===== src/gpwk_pkg.sv =====
package gpwk_pkg;

  // register indices; byte address is four times the index
  localparam logic [15:0] P5_DATA_IDX = 16'hFFD8;
  localparam logic [15:0] P5_DIR_IDX = 16'hFFE8;
  localparam logic [15:0] P5_PULL_IDX = 16'hFF9E;
  localparam logic [15:0] P5_FUNC_IDX = 16'hFF9B;
  localparam logic [15:0] P6_DATA_IDX = 16'hFFD9;
  localparam logic [15:0] P6_DIR_IDX = 16'hFFE9;
  localparam logic [15:0] P6_PULL_IDX = 16'hFF9F;

  localparam logic [31:0] P5_DATA_ADDR = {14'h0000, P5_DATA_IDX, 2'b00};
  localparam logic [31:0] P5_DIR_ADDR = {14'h0000, P5_DIR_IDX, 2'b00};
  localparam logic [31:0] P5_PULL_ADDR = {14'h0000, P5_PULL_IDX, 2'b00};
  localparam logic [31:0] P5_FUNC_ADDR = {14'h0000, P5_FUNC_IDX, 2'b00};
  localparam logic [31:0] P6_DATA_ADDR = {14'h0000, P6_DATA_IDX, 2'b00};
  localparam logic [31:0] P6_DIR_ADDR = {14'h0000, P6_DIR_IDX, 2'b00};
  localparam logic [31:0] P6_PULL_ADDR = {14'h0000, P6_PULL_IDX, 2'b00};

  localparam logic [7:0] REG_RESET = 8'h00;
  localparam logic [7:0] WO_READ = 8'hFF;
  localparam int REG_WIDTH = 8;

  typedef enum logic [2:0]
  {
    GPWK_ACTIVE = 3'b000,
    GPWK_SUBACTIVE = 3'b001,
    GPWK_SLEEP = 3'b010,
    GPWK_SUBSLEEP = 3'b011,
    GPWK_STANDBY = 3'b100,
    GPWK_WATCH = 3'b101
  } gpwk_mode_t;

endpackage : gpwk_pkg


===== src/gpwk_pin.sv =====
`timescale 1ns/1ns
module gpwk_pin
(
  input wire logic clk,
  input wire logic rst_n,
  input wire logic ce,
  input wire logic pad_in,
  input wire logic dir,
  input wire logic data,
  input wire logic pull_ctl,
  input wire logic wake_sel,
  input wire logic functional,
  input wire logic hiz,
  output logic level,
  output logic pad_out,
  output logic pad_oe_n,
  output logic pullup_en,
  output logic wake_req_n
);

  logic sync1;
  wire drive = dir & ~wake_sel;
  wire pull_on = ~dir & pull_ctl;

  always_ff @(posedge clk or negedge rst_n)
  begin
    if (!rst_n)
    begin
      sync1 <= 1'b0;
      level <= 1'b0;
    end
    else if (ce)
    begin
      sync1 <= pad_in;
      level <= sync1;
    end
  end

  // pad controls follow the registers in the functional modes; standby floats pins with pull-ups still following; others hold
  always_ff @(posedge clk or negedge rst_n)
  begin
    if (!rst_n)
    begin
      pad_out <= 1'b0;
      pad_oe_n <= 1'b1;
      pullup_en <= 1'b0;
    end
    else if (ce)
    begin
      if (functional)
      begin
        pad_out <= data & drive;
        pad_oe_n <= ~drive;
        pullup_en <= pull_on;
      end
      else if (hiz)
      begin
        pad_oe_n <= 1'b1;
        pullup_en <= pull_on;
      end
    end
  end

  always_ff @(posedge clk or negedge rst_n)
  begin
    if (!rst_n)
      wake_req_n <= 1'b1;
    else if (ce)
      wake_req_n <= wake_sel ? level : 1'b1;
  end

endmodule : gpwk_pin


===== src/gpwk_top.sv =====
// Design decision made here: the APB slave port.
`timescale 1ns/1ns
module gpwk_top
#(
  parameter int PORT_WIDTH = 8
)
(
  input wire logic clk,
  input wire logic rst_n,
  input wire logic ce,
  input wire logic [2:0] pwr_mode,
  input wire logic psel,
  input wire logic penable,
  input wire logic pwrite,
  input wire logic [31:0] paddr,
  input wire logic [31:0] pwdata,
  input wire logic [3:0] pstrb,
  output logic [31:0] prdata,
  output logic pready,
  output logic pslverr,
  input wire logic [PORT_WIDTH-1:0] first_port_pin_in,
  output logic [PORT_WIDTH-1:0] first_port_pin_out,
  output logic [PORT_WIDTH-1:0] first_port_pin_oe_n,
  output logic [PORT_WIDTH-1:0] first_port_pullup_en,
  output logic [PORT_WIDTH-1:0] wakeup_req_n,
  input wire logic [PORT_WIDTH-1:0] second_port_pin_in,
  output logic [PORT_WIDTH-1:0] second_port_pin_out,
  output logic [PORT_WIDTH-1:0] second_port_pin_oe_n,
  output logic [PORT_WIDTH-1:0] second_port_pullup_en
);

  if (PORT_WIDTH < 1 || PORT_WIDTH > gpwk_pkg::REG_WIDTH)
  begin : g_width_check
    $error("PORT_WIDTH must lie between 1 and 8");
  end

  localparam int PAD = 32 - PORT_WIDTH;

  logic [PORT_WIDTH-1:0] port5_data_latch;
  logic [PORT_WIDTH-1:0] port5_direction;
  logic [PORT_WIDTH-1:0] port5_pullup_control;
  logic [PORT_WIDTH-1:0] port5_pin_function_select;
  logic [PORT_WIDTH-1:0] port6_data_latch;
  logic [PORT_WIDTH-1:0] port6_direction;
  logic [PORT_WIDTH-1:0] port6_pullup_control;
  logic [PORT_WIDTH-1:0] first_level;
  logic [PORT_WIDTH-1:0] second_level;

  // power mode decode
  wire functional = (pwr_mode == gpwk_pkg::GPWK_ACTIVE)
                  || (pwr_mode == gpwk_pkg::GPWK_SUBACTIVE);
  wire hiz = (pwr_mode == gpwk_pkg::GPWK_STANDBY);

  // bus decode
  wire setup = psel & ~penable;
  wire hit_p5_data = (paddr == gpwk_pkg::P5_DATA_ADDR);
  wire hit_p5_dir = (paddr == gpwk_pkg::P5_DIR_ADDR);
  wire hit_p5_pull = (paddr == gpwk_pkg::P5_PULL_ADDR);
  wire hit_p5_func = (paddr == gpwk_pkg::P5_FUNC_ADDR);
  wire hit_p6_data = (paddr == gpwk_pkg::P6_DATA_ADDR);
  wire hit_p6_dir = (paddr == gpwk_pkg::P6_DIR_ADDR);
  wire hit_p6_pull = (paddr == gpwk_pkg::P6_PULL_ADDR);
  wire hit_any = hit_p5_data | hit_p5_dir | hit_p5_pull | hit_p5_func
               | hit_p6_data | hit_p6_dir | hit_p6_pull;

  // writes land only at the completing access edge, low byte lane only
  wire wr = psel & penable & pready & pwrite & pstrb[0];
  wire [PORT_WIDTH-1:0] wbyte = pwdata[PORT_WIDTH-1:0];

  // driving pins (direction set, port 5 wakeup select clear) read back their latch, others the synced pin
  wire [PORT_WIDTH-1:0] p5_out_dir = port5_direction & ~port5_pin_function_select;
  wire [PORT_WIDTH-1:0] p5_read = (port5_data_latch & p5_out_dir)
                                | (first_level & ~p5_out_dir);
  wire [PORT_WIDTH-1:0] p6_read = (port6_data_latch & port6_direction)
                                | (second_level & ~port6_direction);
  wire [PORT_WIDTH-1:0] wo_ones = gpwk_pkg::WO_READ[PORT_WIDTH-1:0];

  logic [PORT_WIDTH-1:0] read_byte;
  always_comb
  begin
    read_byte = '0;
    if (hit_p5_data)
      read_byte = p5_read;
    if (hit_p5_dir)
      read_byte = wo_ones;
    if (hit_p5_pull)
      read_byte = port5_pullup_control;
    if (hit_p5_func)
      read_byte = port5_pin_function_select;
    if (hit_p6_data)
      read_byte = p6_read;
    if (hit_p6_dir)
      read_byte = wo_ones;
    if (hit_p6_pull)
      read_byte = port6_pullup_control;
  end

  // answer one cycle after setup: access phase sees pready high at once
  always_ff @(posedge clk or negedge rst_n)
  begin
    if (!rst_n)
    begin
      pready <= 1'b0;
      pslverr <= 1'b0;
      prdata <= '0;
    end
    else if (ce)
    begin
      pready <= setup;
      if (setup)
      begin
        pslverr <= ~hit_any;
        prdata <= pwrite ? 32'h00000000 : {{PAD{1'b0}}, read_byte};
      end
    end
  end

  always_ff @(posedge clk or negedge rst_n)
  begin
    if (!rst_n)
    begin
      port5_data_latch <= gpwk_pkg::REG_RESET[PORT_WIDTH-1:0];
      port5_direction <= gpwk_pkg::REG_RESET[PORT_WIDTH-1:0];
      port5_pullup_control <= gpwk_pkg::REG_RESET[PORT_WIDTH-1:0];
      port5_pin_function_select <= gpwk_pkg::REG_RESET[PORT_WIDTH-1:0];
    end
    else if (ce && wr)
    begin
      if (hit_p5_data)
        port5_data_latch <= wbyte;
      if (hit_p5_dir)
        port5_direction <= wbyte;
      if (hit_p5_pull)
        port5_pullup_control <= wbyte;
      if (hit_p5_func)
        port5_pin_function_select <= wbyte;
    end
  end

  always_ff @(posedge clk or negedge rst_n)
  begin
    if (!rst_n)
    begin
      port6_data_latch <= gpwk_pkg::REG_RESET[PORT_WIDTH-1:0];
      port6_direction <= gpwk_pkg::REG_RESET[PORT_WIDTH-1:0];
      port6_pullup_control <= gpwk_pkg::REG_RESET[PORT_WIDTH-1:0];
    end
    else if (ce && wr)
    begin
      if (hit_p6_data)
        port6_data_latch <= wbyte;
      if (hit_p6_dir)
        port6_direction <= wbyte;
      if (hit_p6_pull)
        port6_pullup_control <= wbyte;
    end
  end

  for (genvar i = 0; i < PORT_WIDTH; i++)
  begin : g_pins
    gpwk_pin u_first
    (
      .clk(clk),
      .rst_n(rst_n),
      .ce(ce),
      .pad_in(first_port_pin_in[i]),
      .dir(port5_direction[i]),
      .data(port5_data_latch[i]),
      .pull_ctl(port5_pullup_control[i]),
      .wake_sel(port5_pin_function_select[i]),
      .functional(functional),
      .hiz(hiz),
      .level(first_level[i]),
      .pad_out(first_port_pin_out[i]),
      .pad_oe_n(first_port_pin_oe_n[i]),
      .pullup_en(first_port_pullup_en[i]),
      .wake_req_n(wakeup_req_n[i])
    );

    gpwk_pin u_second
    (
      .clk(clk),
      .rst_n(rst_n),
      .ce(ce),
      .pad_in(second_port_pin_in[i]),
      .dir(port6_direction[i]),
      .data(port6_data_latch[i]),
      .pull_ctl(port6_pullup_control[i]),
      .wake_sel(1'b0),
      .functional(functional),
      .hiz(hiz),
      .level(second_level[i]),
      .pad_out(second_port_pin_out[i]),
      .pad_oe_n(second_port_pin_oe_n[i]),
      .pullup_en(second_port_pullup_en[i]),
      .wake_req_n()
    );
  end

endmodule : gpwk_top


===== config.mk =====
export PLATFORM = sky130hd
export DESIGN_NAME = gpwk_top
export DESIGN_NICKNAME = d
export VERILOG_FILES = /design/src/gpwk_pkg.sv /design/src/gpwk_pin.sv /design/src/gpwk_top.sv
export SDC_FILE = /design/constraint.sdc
export NUM_CORES = 1
export LEC_CHECK = 0
export ABC_AREA = 1
export BUFFER_PORTS_ARGS = -buffer_cell sky130_fd_sc_hd__buf_2
export CAP_MARGIN = 10
export CORE_ASPECT_RATIO = 1.1
export CORE_MARGIN = 1
export CORE_UTILIZATION = 50
export DETAILED_ROUTE_END_ITERATION = 12
export PLACE_DENSITY = 0.75
export SYNTH_ARGS = -nofsm -noshare
export SYNTH_HDL_FRONTEND = slang
export SYNTH_SLANG_ARGS = --single-unit
export TNS_END_PERCENT = 30

===== constraint.sdc =====
create_clock -name clk -period 2.4 [get_ports clk]
set_input_delay 0.12 -clock clk [delete_from_list [all_inputs] [get_ports clk]]
set_output_delay 0.12 -clock clk [all_outputs]
set_load 0.02 [all_outputs]

Word-level counts from Yosys, hierarchy flattened --
Cells that the tools add are included. W data, S select, Z words.
Word-level totals: register bits after elaboration 178, input port bits 93, output and inout bits 90, bits in latches 0, RAM bits 0, bits in read-only memories 0, memories kept 0, word-level logic and storage cells 281
Operators by class: add/subtract/negate cells 0, divide/modulo/power cells 0, multipliers 0, bitwise operators 95, equality and inequality tests 9, multiplexer cells 65, reduce and logical (&&, ||, !) cells 14, $lt $le $gt $ge 0, shift-type cells 0
Operators with widths (number):
- $eq A32 B18 Y1 const B | 7
- $mux W8 | 8
- $mux W1 | 57
- $and A1 B1 Y1 | 45
- $and A8 B8 Y8 | 5
- $not A1 Y1 | 34
- $not A8 Y8 | 3
- $reduce_and A2 Y1 | 10
- $or A8 B8 Y8 | 2
- $or A1 B1 Y1 | 6
- $eq A3 B1 Y1 const B | 1
- $eq A3 B3 Y1 const B | 1
- $logic_not A3 Y1 | 1
- $reduce_bool A2 Y1 | 1
- $logic_and A1 B1 Y1 | 1
- $logic_or A1 B1 Y1 | 1

Logic depth before layout (Yosys ltp) --
depth after elaboration 13, gate-level depth with buffers 13, gate-level depth less buffers 13

Cells and area by module --
Synthesis repeated with hierarchy kept, for this count alone.
Second synthesis, totals: cell total of the unflattened synthesis 1061, area total of the unflattened synthesis 8182.8 um2
Modules (own cells, without submodules):
- gpwk_pin | area an instance 264.0 um2, cells an instance 33, seq. area each 152.6 um2, times used 16
- gpwk_top | area an instance 3958.8 um2, cells an instance 533, seq. area each 1651.6 um2, times used 1

Worst setup path before layout --
OpenSTA, ideal clock, no wires.
path kind reg2reg, start point reg pready, end point reg port6_direction[5], path slack 0.908 ns, period minus slack after synthesis 1.492 ns, cell stages (with the launch flop) 7, data required time 2.275 ns, library setup time 0.125 ns, path buffers 1, arrival 1.368 ns, cells stage by stage dfrtp_1 inv_1 nor3_4 nand3_2 buf_2 nand2_1 o21ai_1
Between the ends: word-level cells in the longest chain between the ends 5
Ends and longest elaborated chain:
- from (decl) | RTL line gpwk_top.sv:19 | output logic pready,
- from (signal assigned) | RTL line gpwk_top.sv:109 | pready <= setup;
- $and A1 B1 Y1 (3 in a row) | RTL line gpwk_top.sv:67 | wire wr = psel & penable & pready & pwrite & pstrb[0];
- $logic_and A1 B1 Y1 | RTL line gpwk_top.sv:148 | else if (ce && wr)
- $reduce_and A2 Y1 (no source line)
- to (signal assigned) | RTL line gpwk_top.sv:145 | port6_direction <= gpwk_pkg::REG_RESET[PORT_WIDTH-1:0];
- to (signal assigned) | RTL line gpwk_top.sv:153 | port6_direction <= wbyte;
- to (decl) | RTL line gpwk_top.sv:44 | logic [PORT_WIDTH-1:0] port6_direction;
Every way passes these cells. A chain may end at the register's enable or synchronous reset.

Worst setup path after layout --
start point reg port5_pin_function_select[0], end point reg prdata[0]
Between the ends: word-level cells in the longest chain between the ends 13, elaborated cells on any way between the ends 14, those cells by class mux: 8; bitwise: 6
Ends and longest elaborated chain:
- from (decl) | RTL line gpwk_top.sv:42 | logic [PORT_WIDTH-1:0] port5_pin_function_select;
- from (signal assigned) | RTL line gpwk_top.sv:125 | port5_pin_function_select <= gpwk_pkg::REG_RESET[PORT_WIDTH-1:0];
- from (signal assigned) | RTL line gpwk_top.sv:136 | port5_pin_function_select <= wbyte;
- $not A8 Y8 | RTL line gpwk_top.sv:71 | wire [PORT_WIDTH-1:0] p5_out_dir = port5_direction & ~port5_pin_function_select;
- $and A8 B8 Y8 | RTL line gpwk_top.sv:71
- $not A8 Y8 | RTL line gpwk_top.sv:73 | | (first_level & ~p5_out_dir);
- $and A8 B8 Y8 | RTL line gpwk_top.sv:73
- $or A8 B8 Y8 | RTL line gpwk_top.sv:73
- $mux W8 | RTL line gpwk_top.sv:82 | if (hit_p5_data)
- $mux W8 | RTL line gpwk_top.sv:84 | if (hit_p5_dir)
- $mux W8 | RTL line gpwk_top.sv:86 | if (hit_p5_pull)
- $mux W8 * | RTL line gpwk_top.sv:88 | if (hit_p5_func)
- $mux W8 * | RTL line gpwk_top.sv:90 | if (hit_p6_data)
- $mux W8 * | RTL line gpwk_top.sv:92 | if (hit_p6_dir)
- $mux W8 * | RTL line gpwk_top.sv:94 | if (hit_p6_pull)
- $mux W8 * | RTL line gpwk_top.sv:113 | prdata <= pwrite ? 32'h00000000 : {{PAD{1'b0}}, read_byte};
- to (signal assigned) | RTL line gpwk_top.sv:113
- to (decl) | RTL line gpwk_top.sv:18 | output logic [31:0] prdata,
Every way passes the cells marked *; elsewhere a longest branch is shown, timed or not.

==> impl_metrics.ini <==
[status]
status = completed

[layout]
antenna_cells = 0
postLayoutCellArea_um2 = 8630
final_util_pct = 59.5
multi_input_area_um2 = 2620
area_growth_pct = 15.6
fill_cells = 1312
register_area_um2 = 3880
fin_nets = 1068
drive_above_1_share_pct = 22.1

[setup_path]
startpoint_type = register
crit_fanout = 4
cp_data_required_time_ns = 2.76
crit_type = register to register
cp-end-kind = register
cp.arrival_ns = 2.05

[timing]
period_share_pct = 70.4
maxSlewViolCount = 0
maxClockFrequency_mhz = 592
fin_skew_ns = 0.00732
tightest_slew_ns = 0.696
finalHoldViolCount = 0
tns_ns = 0
setup_slack_ns = 0.711
max_slew_margin_pct = 53.6
rsz0062_at_grt = no
setup_violations = 0
fin_crit_ns = 1.69

[drt]
avgRoutedWirePerCell_um = 15.7
drt-total-wl_um = 18500
drtIter0Drc = 573
via_count = 6036
firstDrtPassIters = 5
avgViaCountPerCell = 5.12
drtAntennaViolNets = 0
drc = 0

[synth]
ys.flop_type = dfrtp_1
synthesis.area_um2 = 7470
synthTopCellsByCount = 197 x nand2_1, 130 x dfrtp_1, 99 x nor2_1, 82 x inv_1, 80 x buf_4
synth_most_common_cell = nand2_1
synth_top_area_share_pct = 43.6
yosys_register_bits = 154
synth-edff-count = 0
seq_area_frac_synth_pct = 52.0
postSynthAreaPerCell_um2 = 8.41
yosysWarnings = 0
synth.area.top_cells = dfrtp_1 44%, nand2_1 9.9%, dfstp_2 8.4%, buf_4 8.0%, nor2_1 5.0%
async_flop_share_pct = 100
yosys.area.top_type = dfrtp_1
syn-instance-count = 888
synth.distinct_cells = 32

[placement]
post-place-ws_ns = 0.568
io_buffers = 131
hpwl_um = 13000
place.gp.congestion = 0.888
dpl_cell_area_um2 = 7800

[floorplan]
io_pins = 183
die-area_um2 = 15400
start_util_pct = 51.5
placeableCoreArea_um2 = 14500
chipHeight_um = 130
die_w_um = 119
row_count = 46

[clocking]
cts_tree = done
numCtsBuffers = 17
clk_path_buf_depth = 2
postCtsSetupBuffers = 0
clk_latency_ns = 0.43
cts_root_buffer = clkbuf_16
cts_resized = 0
h-tree-depth = 4
cts_sinks = 154
holdBufCountCts = 17
path_clk_slew_ns = 0.06

[power_and_ir_drop]
p_per_area_nw_per_um2 = 724
cellLeakagePower_uw = 0.00431
ir_worst_vdd_mv = 0.497

[global_route]
grt_first_pass_wirelength_um = 29000
grt_max_degree = 73
antenna_found_initial = 0
grt_pass1_vias = 5652
grt_use_total_pct = 25.1
gr-total-overflow = 0

[run]
drv_cap = 0

[min_path]
hp-class = input pin to register
through the flow:
stage          total power (uW)  hold WS (ns)  std cells
3_3_place_gp               3290         0.177       1131
6_report                   6250        0.0201       1180
5_1_grt                    6480        0.0180       1180
4_1_cts                    6290        0.0205       1180
3_5_place_dp               3300         0.181       1131
2_1_floorplan              3150        -0.176        911
report_power, final:
part / internal, uW / switching, uW / total [uW]
clock network: 1880 / 1080 / 2970
logic: 168 / 370 / 538
registers: 2700 / 47.0 / 2750
placed cells by master, fill, tap and decap left out, types with 2 or more instances in the layout:
cell type,netlist,final
conb_1,1,24
a21oi_1,17,17
buf_12,0,3
dlygate4sd3_1,0,17
nand4_1,2,2
a31oi_1,24,24
nor3_2,1,2
o21ai_0,56,56
dfstp_2,24,24
nor3_1,8,7
bufinv_16,0,5
dfrtp_1,130,130
nor2_2,3,3
clkinvlp_4,0,2
nand2_1,197,197
nand3b_1,8,8
clkinv_4,0,3
clkbuf_16,0,17
nor2_4,2,2
nand3_2,7,7
inv_1,82,82
nand2_2,5,5
buf_2,12,130
buf_4,80,3
o21ai_1,58,58
nand3_1,46,46
nor2_1,99,99
final timing paths:
| check | slack, ns | to | depth (start not counted) | startpoint |
|---|---|---|---|---|
| hold / removal | 0.02 | g_pins[4].u_second.level | 2 | ce |
| setup / recovery | 0.71 | prdata[0] | 9 | port5_pin_function_select[0] |
| setup reg to reg | 0.71 | prdata[0] | 9 | port5_pin_function_select[0] |
| min in group asynchronous | 0.26 | g_pins[7].u_second.pad_out | 2 | rst_n |
| hold reg to reg | 0.47 | g_pins[2].u_first.sync1 | 2 | g_pins[2].u_first.sync1 |
| max in group asynchronous | 1.35 | g_pins[3].u_first.wake_req_n | 3 | rst_n |
metal layers:
layer	vias up	part of all wire, %	global-route usage (%)
li1	2926	-	-
met1	2866	41	31.1
met3	42	5.2	5.38
met5	-	0	0
met2	202	50	42.7
met4	0	3.5	11.0
cells by family after synthesis:
family / Yosys count / synth area share (%)
buffers and inverters: 193 / 14.1
AND/OR/NAND/NOR: 384 / 22.8
AO/OA/AOI/OAI: 156 / 11.1
flip-flops: 154 / 52.0
other: 1 / 0.0502
worst max-delay path, cell delays in order, from the launching register on:
cell and delay, ns:
dfrtp_1 0.43, nor2_1 0.37, nand2_1 0.20, o21ai_0 0.13, nand3_1 0.10, nand3_1 0.10
nand2_1 0.06, nand2_1 0.09, nand2_1 0.08, nand2_1 0.06
cell type report:
class	count	area share (%)
clock inverter	13	2.51
inverter	84	3.65
timing repair buffer	154	10.6
tap	192	2.78
sequential	154	45.0
multi-input combinational	564	30.3
clock buffer	19	5.13
Power figures use the tool's default switching activity.
